**src/logic/compact_timer_pkg.sv**
```systemverilog
package compact_timer_pkg;

  // register offsets on the byte port
  localparam logic [2:0] OFS_CTRL_CLOCK_ON = 3'h0;
  localparam logic [2:0] OFS_CTRL_MODE_OUTPUT = 3'h1;
  localparam logic [2:0] OFS_COUNT_LOW = 3'h2;
  localparam logic [2:0] OFS_COUNT_HIGH = 3'h3;
  localparam logic [2:0] OFS_COMPARE_A_LOW = 3'h4;
  localparam logic [2:0] OFS_COMPARE_A_HIGH = 3'h5;
  localparam logic [2:0] OFS_COMPARE_P_PERIOD = 3'h6;

  // first control register fields
  localparam int POS_COUNT_PAUSE = 7;
  localparam int POS_CLOCK_SELECT = 4;
  localparam int POS_TIMER_ON = 3;

  // second control register fields
  localparam int POS_OP_MODE_SELECT = 6;
  localparam int POS_PIN_ACTION_SELECT = 4;
  localparam int POS_OUTPUT_INITIAL_LEVEL = 3;
  localparam int POS_OUTPUT_POLARITY = 2;
  localparam int POS_DUTY_PERIOD_SWAP = 1;
  localparam int POS_CLEAR_SOURCE_SELECT = 0;

  // reset values
  localparam logic [7:0] RST_BYTE = 8'h00;
  localparam logic [15:0] RST_WORD = 16'h0000;

  // prescaler divide counts, as counter terminal values
  localparam logic [5:0] DIV_SYS_4_LAST = 6'h03;
  localparam logic [5:0] DIV_HIGH_16_LAST = 6'h0f;
  localparam logic [5:0] DIV_HIGH_64_LAST = 6'h3f;

  typedef enum logic [2:0] {
    CLK_SYS_DIV4 = 3'h0,
    CLK_SYS = 3'h1,
    CLK_HIGH_DIV16 = 3'h2,
    CLK_HIGH_DIV64 = 3'h3,
    CLK_SUB_A = 3'h4,
    CLK_SUB_B = 3'h5,
    CLK_PIN_RISE = 3'h6,
    CLK_PIN_FALL = 3'h7
  } clock_select_type;

  typedef enum logic [1:0] {
    MODE_COMPARE_OUT = 2'h0,
    MODE_UNDEFINED = 2'h1,
    MODE_PWM = 2'h2,
    MODE_TIMER = 2'h3
  } op_mode_type;

  typedef enum logic [1:0] {
    ACT_NONE = 2'h0,
    ACT_LOW = 2'h1,
    ACT_HIGH = 2'h2,
    ACT_TOGGLE = 2'h3
  } pin_action_type;

  // pwm meaning of the pin action field
  localparam logic [1:0] PWM_FORCE_INACTIVE = 2'h0;
  localparam logic [1:0] PWM_FORCE_ACTIVE = 2'h1;
  localparam logic [1:0] PWM_WAVE = 2'h2;

endpackage : compact_timer_pkg

```
**src/logic/compact_timer_core.sv**
```systemverilog
`timescale 1ns/1ps
module compact_timer_core
  import compact_timer_pkg::*;
(
  input wire logic I_CORE_CLK,
  input wire logic I_ARST_N,
  input wire logic [2:0] I_ADDR,
  input wire logic [7:0] I_WDATA,
  input wire logic I_WR,
  input wire logic I_RD,
  output logic [7:0] O_RDATA,
  input wire logic I_HIGH_CLK_TICK,
  input wire logic I_SUB_CLK,
  input wire logic I_EXT_CLOCK_PIN,
  output logic O_TIMER_OUTPUT_PIN,
  output logic O_CMP_A_IRQ,
  output logic O_CMP_P_IRQ
);

  typedef struct packed {
    logic count_pause;
    clock_select_type clock_select;
    logic timer_on;
    op_mode_type op_mode_select;
    logic [1:0] pin_action_select;
    logic output_initial_level;
    logic output_polarity;
    logic duty_period_swap;
    logic clear_source_select;
    logic [15:0] count;
    logic [15:0] compare_a_value;
    logic [7:0] compare_p_value;
    logic [7:0] low_buffer;
    logic [5:0] div_sys;
    logic [5:0] div_high;
    logic out_level;
    logic pin;
    logic irq_a;
    logic irq_p;
    logic [7:0] rdata;
  } core_state_type;

  core_state_type s_q;
  core_state_type s_d;

  logic pin_rise;
  logic pin_fall;
  logic sub_rise;

  ////////////////////////////////////////////////////////////////
  // asynchronous sources: external pin and sub clock
  edge_sync u_pin_sync (
    .i_clk(I_CORE_CLK),
    .i_arst_n(I_ARST_N),
    .i_async(I_EXT_CLOCK_PIN),
    .o_rise(pin_rise),
    .o_fall(pin_fall)
  );

  edge_sync u_sub_sync (
    .i_clk(I_CORE_CLK),
    .i_arst_n(I_ARST_N),
    .i_async(I_SUB_CLK),
    .o_rise(sub_rise),
    .o_fall()
  );

  ////////////////////////////////////////////////////////////////
  // next-state logic
  logic tick;
  logic sys4_tick;
  logic high16_tick;
  logic high64_tick;
  logic [16:0] next_count;
  logic [16:0] a_target;
  logic [16:0] p_target;
  logic match_a;
  logic match_p;
  logic overflow;
  logic clear_now;
  logic [16:0] pwm_period;
  logic [16:0] pwm_duty;
  logic pwm_active;
  logic on_rise;
  logic [7:0] ctrl0_new;
  logic [7:0] ctrl0_read;
  logic [7:0] ctrl1_read;

  always_comb begin
    s_d = s_q;
    s_d.irq_a = 1'b0;
    s_d.irq_p = 1'b0;
    s_d.rdata = RST_BYTE;
    ctrl0_new = I_WDATA;
    on_rise = 1'b0;

    // prescalers free-run so the selected rate is steady
    s_d.div_sys = (s_q.div_sys == DIV_SYS_4_LAST) ? 6'h00 : s_q.div_sys + 6'h01;
    sys4_tick = (s_q.div_sys == DIV_SYS_4_LAST);
    high16_tick = I_HIGH_CLK_TICK && (s_q.div_high[3:0] == DIV_HIGH_16_LAST[3:0]);
    high64_tick = I_HIGH_CLK_TICK && (s_q.div_high == DIV_HIGH_64_LAST);
    if (I_HIGH_CLK_TICK) begin
      s_d.div_high = s_q.div_high + 6'h01;
    end

    // counter clock source choice
    unique case (s_q.clock_select)
      CLK_SYS_DIV4: tick = sys4_tick;
      CLK_SYS: tick = 1'b1;
      CLK_HIGH_DIV16: tick = high16_tick;
      CLK_HIGH_DIV64: tick = high64_tick;
      CLK_SUB_A, CLK_SUB_B: tick = sub_rise;
      CLK_PIN_RISE: tick = pin_rise;
      CLK_PIN_FALL: tick = pin_fall;
    endcase

    // comparisons look at the value the tick would produce
    next_count = {1'b0, s_q.count} + 17'h00001;
    overflow = next_count[16];
    // a zero compare-A value matches at the wrap
    a_target = {(s_q.compare_a_value == RST_WORD), s_q.compare_a_value};
    // period zero lands on 65536, otherwise value times 256
    p_target = {(s_q.compare_p_value == RST_BYTE), s_q.compare_p_value, 8'h00};
    match_a = (next_count == a_target);
    match_p = (next_count == p_target);

    // pwm duty/period roles, swappable
    if (s_q.duty_period_swap) begin
      pwm_period = a_target;
      pwm_duty = {1'b0, s_q.compare_p_value, 8'h00};
    end else begin
      pwm_period = p_target;
      pwm_duty = {1'b0, s_q.compare_a_value};
    end

    // clearing event: pwm ends on its period, else chosen source
    if (s_q.op_mode_select == MODE_PWM) begin
      clear_now = (next_count == pwm_period) || overflow;
    end else if (s_q.clear_source_select) begin
      clear_now = match_a || overflow;
    end else begin
      clear_now = match_p || overflow;
    end

    // counting: on, not paused, selected clock ticking
    if (s_q.timer_on && !s_q.count_pause && tick) begin
      s_d.count = clear_now ? RST_WORD : next_count[15:0];
      s_d.irq_a = match_a;
      s_d.irq_p = match_p;
      if (s_q.op_mode_select == MODE_COMPARE_OUT && match_a) begin
        unique case (s_q.pin_action_select)
          ACT_NONE: s_d.out_level = s_q.out_level;
          ACT_LOW: s_d.out_level = 1'b0;
          ACT_HIGH: s_d.out_level = 1'b1;
          ACT_TOGGLE: s_d.out_level = ~s_q.out_level;
        endcase
      end
    end

    ////////////////////////////////////////////////////////////////
    // register writes
    if (I_WR) begin
      unique case (I_ADDR)
        OFS_CTRL_CLOCK_ON: begin
          s_d.count_pause = ctrl0_new[POS_COUNT_PAUSE];
          s_d.clock_select = clock_select_type'(ctrl0_new[POS_CLOCK_SELECT +: 3]);
          s_d.timer_on = ctrl0_new[POS_TIMER_ON];
          on_rise = ctrl0_new[POS_TIMER_ON] && !s_q.timer_on;
        end
        OFS_CTRL_MODE_OUTPUT: begin
          s_d.op_mode_select = op_mode_type'(I_WDATA[POS_OP_MODE_SELECT +: 2]);
          s_d.pin_action_select = I_WDATA[POS_PIN_ACTION_SELECT +: 2];
          s_d.output_initial_level = I_WDATA[POS_OUTPUT_INITIAL_LEVEL];
          s_d.output_polarity = I_WDATA[POS_OUTPUT_POLARITY];
          s_d.duty_period_swap = I_WDATA[POS_DUTY_PERIOD_SWAP];
          s_d.clear_source_select = I_WDATA[POS_CLEAR_SOURCE_SELECT];
        end
        OFS_COMPARE_A_LOW: begin
          s_d.low_buffer = I_WDATA;
        end
        OFS_COMPARE_A_HIGH: begin
          s_d.compare_a_value = {I_WDATA, s_q.low_buffer};
        end
        OFS_COMPARE_P_PERIOD: begin
          s_d.compare_p_value = I_WDATA;
        end
        default: begin
          // counter bytes and unmapped offsets ignore writes
          s_d.count_pause = s_q.count_pause;
        end
      endcase
    end

    // timer-on rising edge: only software path to the count
    if (on_rise) begin
      s_d.count = RST_WORD;
      s_d.out_level = s_q.output_initial_level;
    end

    ////////////////////////////////////////////////////////////////
    // register reads, data valid the cycle after the strobe
    ctrl0_read = {s_q.count_pause, s_q.clock_select, s_q.timer_on, 3'h0};
    ctrl1_read = {s_q.op_mode_select, s_q.pin_action_select, s_q.output_initial_level,
                  s_q.output_polarity, s_q.duty_period_swap, s_q.clear_source_select};
    if (I_RD) begin
      unique case (I_ADDR)
        OFS_CTRL_CLOCK_ON: s_d.rdata = ctrl0_read;
        OFS_CTRL_MODE_OUTPUT: s_d.rdata = ctrl1_read;
        OFS_COUNT_LOW: s_d.rdata = s_q.low_buffer;
        OFS_COUNT_HIGH: begin
          s_d.rdata = s_q.count[15:8];
          s_d.low_buffer = s_q.count[7:0];
        end
        OFS_COMPARE_A_LOW: s_d.rdata = s_q.low_buffer;
        OFS_COMPARE_A_HIGH: begin
          s_d.rdata = s_q.compare_a_value[15:8];
          s_d.low_buffer = s_q.compare_a_value[7:0];
        end
        OFS_COMPARE_P_PERIOD: s_d.rdata = s_q.compare_p_value;
        default: s_d.rdata = RST_BYTE;
      endcase
    end

    ////////////////////////////////////////////////////////////////
    // pin shaping: pwm active while below duty, polarity last
    pwm_active = ({1'b0, s_q.count} < pwm_duty);
    unique case (s_q.op_mode_select)
      MODE_COMPARE_OUT: s_d.pin = s_q.out_level ^ s_q.output_polarity;
      MODE_PWM: begin
        // initial-level bit doubles as pwm active level
        if (s_q.pin_action_select == PWM_WAVE) begin
          s_d.pin = ~(pwm_active ^ s_q.output_initial_level) ^ s_q.output_polarity;
        end else if (s_q.pin_action_select == PWM_FORCE_ACTIVE) begin
          s_d.pin = s_q.output_initial_level ^ s_q.output_polarity;
        end else begin
          s_d.pin = ~s_q.output_initial_level ^ s_q.output_polarity;
        end
      end
      // undefined pin state in timer mode, held low here
      MODE_TIMER, MODE_UNDEFINED: s_d.pin = 1'b0;
    endcase
  end

  ////////////////////////////////////////////////////////////////
  // state register
  always_ff @(posedge I_CORE_CLK or negedge I_ARST_N) begin
    if (!I_ARST_N) begin
      s_q <= '0;
    end else begin
      s_q <= s_d;
    end
  end

  // outputs straight from flops
  assign O_RDATA = s_q.rdata;
  assign O_TIMER_OUTPUT_PIN = s_q.pin;
  assign O_CMP_A_IRQ = s_q.irq_a;
  assign O_CMP_P_IRQ = s_q.irq_p;

endmodule : compact_timer_core

```
**src/logic/edge_sync.sv**
```systemverilog
`timescale 1ns/1ps
module edge_sync (
  input wire logic i_clk,
  input wire logic i_arst_n,
  input wire logic i_async,
  output logic o_rise,
  output logic o_fall
);

  typedef struct packed {
    logic meta;
    logic sync;
    logic prev;
  } edge_state_type;

  edge_state_type s_q;
  edge_state_type s_d;

  ////////////////////////////////////////////////////////////////
  // two-stage synchroniser, edge taken only from the second stage
  always_comb begin
    s_d = s_q;
    s_d.meta = i_async;
    s_d.sync = s_q.meta;
    s_d.prev = s_q.sync;
  end

  always_ff @(posedge i_clk or negedge i_arst_n) begin
    if (!i_arst_n) begin
      s_q <= '0;
    end else begin
      s_q <= s_d;
    end
  end

  // one-cycle pulses per detected edge
  assign o_rise = s_q.sync & ~s_q.prev;
  assign o_fall = ~s_q.sync & s_q.prev;

endmodule : edge_sync

```
**config.mk**
```make
export PLATFORM = sky130hd
export DESIGN_NAME = compact_timer_core
export DESIGN_NICKNAME = d
export VERILOG_FILES = /design/src/logic/compact_timer_pkg.sv /design/src/logic/compact_timer_core.sv /design/src/logic/edge_sync.sv
export SDC_FILE = /design/constraint.sdc
export NUM_CORES = 1
export LEC_CHECK = 0
export BUFFER_PORTS_ARGS = -buffer_cell sky130_fd_sc_hd__buf_2
export CORE_MARGIN = 2
export CORE_UTILIZATION = 62
export DETAILED_ROUTE_END_ITERATION = 8
export GPL_ROUTABILITY_DRIVEN = 0
export PLACE_DENSITY_LB_ADDON = 0.25
export SYNTH_ARGS = -nofsm -noshare
export SYNTH_HDL_FRONTEND = slang
export SYNTH_HIERARCHICAL = 1
export SYNTH_SLANG_ARGS = --single-unit
```
**constraint.sdc**
```tcl
create_clock -name I_CORE_CLK -period 3.8 [get_ports I_CORE_CLK]
set_clock_uncertainty 0.15 [all_clocks]
set_input_delay 0.76 -clock I_CORE_CLK [delete_from_list [all_inputs] [get_ports I_CORE_CLK]]
set_output_delay 0.76 -clock I_CORE_CLK [all_outputs]
set_load 0.005 [all_outputs]
```
==> qor.txt <==
status: completed
vias in the first global route: 5049
hpwl dp: 11.9 mm
critical path endpoint category: flop
Post-CTS Resized: 0
worst-path maximum fanout: 11
layout cells sized above 1: 19.1%
clock buffer depth: 2
All-Layer GR Usage: 30.8%
setup violators final: 0
hold_buf cts: 0
clock-pin transition on the worst setup and hold timing paths: 0.10 ns
Root Driver: clkbuf_8
Ports: 29
Area growth, synth to finish: 7.90%
Synth Cell Area: 6160 um^2
gr ovfl total: 0
global-route wire length before repair: 26.3 mm
DR vias/cell: 6.63
endpoints failing hold: 0
DR WL/cell: 20.6 um
total wire length: 16.2 mm
CP arrival: 3.79 ns
LEAKAGE: 2.95 nW
CTS Buf Count: 9
min cycle time layout: 3.69 ns
ANT cells: 0
max_cap viols: 0
initial DRC count: 551
Overall Power: 0.00324 W
area occupied by multi-input gates: 3570 um^2
Worst-Skew Late Latency: 0.36 ns
max frequency: 0.271 GHz
die area: 10800 um^2
synthesized area per cell: 9.80 um^2
Final Cycle Share: 97.0%
setup TNS: 0 ns
drc violations: 0
Fillers: 770
Slew Limit Fails: 0
initial antenna violation count: 0
Initial DRT Pass Iterations: 6
Sequential Area: 2280 um^2
CTS tree: done
Initial Util: 63.4%
Rel. slew slack: 15.7%
slew of the pin with the lowest slew margin: 1.26 ns
Worst VDD drop: 0.000334 V
core region area: 9730 um^2
DIE WIDTH: 104 um
pwr/cell area: 486 nW/um^2
Finished Core Util: 68.4%
Yosys warning total: 6
number of port buffers: 28
largest net degree at the start of global routing: 60
Syn Inst Count: 629
hold_ws: 0.208 ns
H-tree levels: 3
Hold WC Path Type: reg -> reg
ANT nets after route: 0
CTS Sinks: 91
vias: 5214
Synth Net Count: 665
num rows: 36
Die Height: 104 um
WP data required: 3.91 ns
RSZ-0062 raised after global routing: false
fin nets: 685
crit start category: flop
Setup CP Type: reg -> reg
[power breakdown]
group / internal (W) / switching, W
sequential: 0.00116 / 0.000294
combinational: 0.000547 / 0.000548
clock: 0.000312 / 0.000376
total: 0.00202 / 0.00122
[worst max-delay path, stage by stage, from the launching register on]
cell       delay, ns
dfrtp_1         0.50
nand3_1         0.29
buf_4           0.26
xnor2_1         0.12
nor4_1          0.50
a32oi_1         0.21
a2111oi_0       0.60
o2111a_1        0.36
a211oi_4        0.09
buf_4           0.17
a21o_1          0.16
a22o_1          0.18
[what timing repair did]
| item | CTS | global route |
|---|---|---|
| buffers inserted | 0 | 4 |
| endpoints found under the setup margin | 0 | 3 |
| hold endpoints to repair | 0 | 0 |
[layer usage]
layer	GRT usage (%)	up-vias	routed length, um
li1	-	2342	-
met1	42.7	2546	6670
met2	49.1	284	7730
met3	5.98	42	1490
met4	9.94	0	367
met5	0	-	0
[path summary, 6_finish.rpt]
check | from | endpoint | slack (ns) | cells past startpoint
min in group asynchronous | I_ARST_N | s_q[69] | 0.30 | 1
setup reg to reg | s_q[56] | s_q[70] | 0.11 | 11
max in group asynchronous | I_ARST_N | s_q[18] | 2.43 | 2
hold / removal | u_sub_sync/s_d[1] | u_sub_sync/s_d[0] | 0.21 | 0
setup / recovery | s_q[56] | s_q[70] | 0.11 | 11
hold reg to reg | u_sub_sync/s_d[1] | u_sub_sync/s_d[0] | 0.21 | 0
[per-stage QoR]
step / cells / setup slack, ns / instance area, um^2
6_report: 787 / 0.114 / 6650
5_1_grt: 787 / 0.0325 / 6650
4_1_cts: 783 / 0.162 / 6620
3_5_place_dp: 767 / 0.181 / 6420
3_3_place_gp: 767 / 0.350 / 6420
2_1_floorplan: 629 / 0.513 / 6160
[state kept, by name (all words and copies together) (netlist names), 2 cells and up]
register / count
a_target: 16
p_target: 8
ctrl0_read: 5
s_q: 37
u_sub_sync/s_d: 2
u_pin_sync/s_d: 2
O_RDATA: 8
ctrl1_read: 8
[placed cells by master (no fill, tap or decap), types with 9 or more instances in the layout]
cell      count
nand4_1       9
and3_1       11
a21o_1       14
mux2i_1      36
dfrtp_1      91
a31oi_1      10
xnor2_1      30
xor2_1       11
nor2_1       25
buf_4        35
mux2_2       40
clkbuf_8      9
inv_1        11
nor4_1       17
ha_1         18
o21ai_0      28
nor3_1        9
nor2b_1      13
nand3_1      23
nand2_1      60
a22o_1       10
buf_2        27
a21oi_1      15
[cell type report]
class	count	share of cell area (%)
Clock inverter	6	1.07
Tap cell	133	2.50
Inverter	11	0.621
Multi-Input combinational cell	474	53.7
Sequential cell	91	34.2
Clock buffer	10	1.92
Timing Repair Buffer	62	5.98
Power figures use the tool's default switching activity.
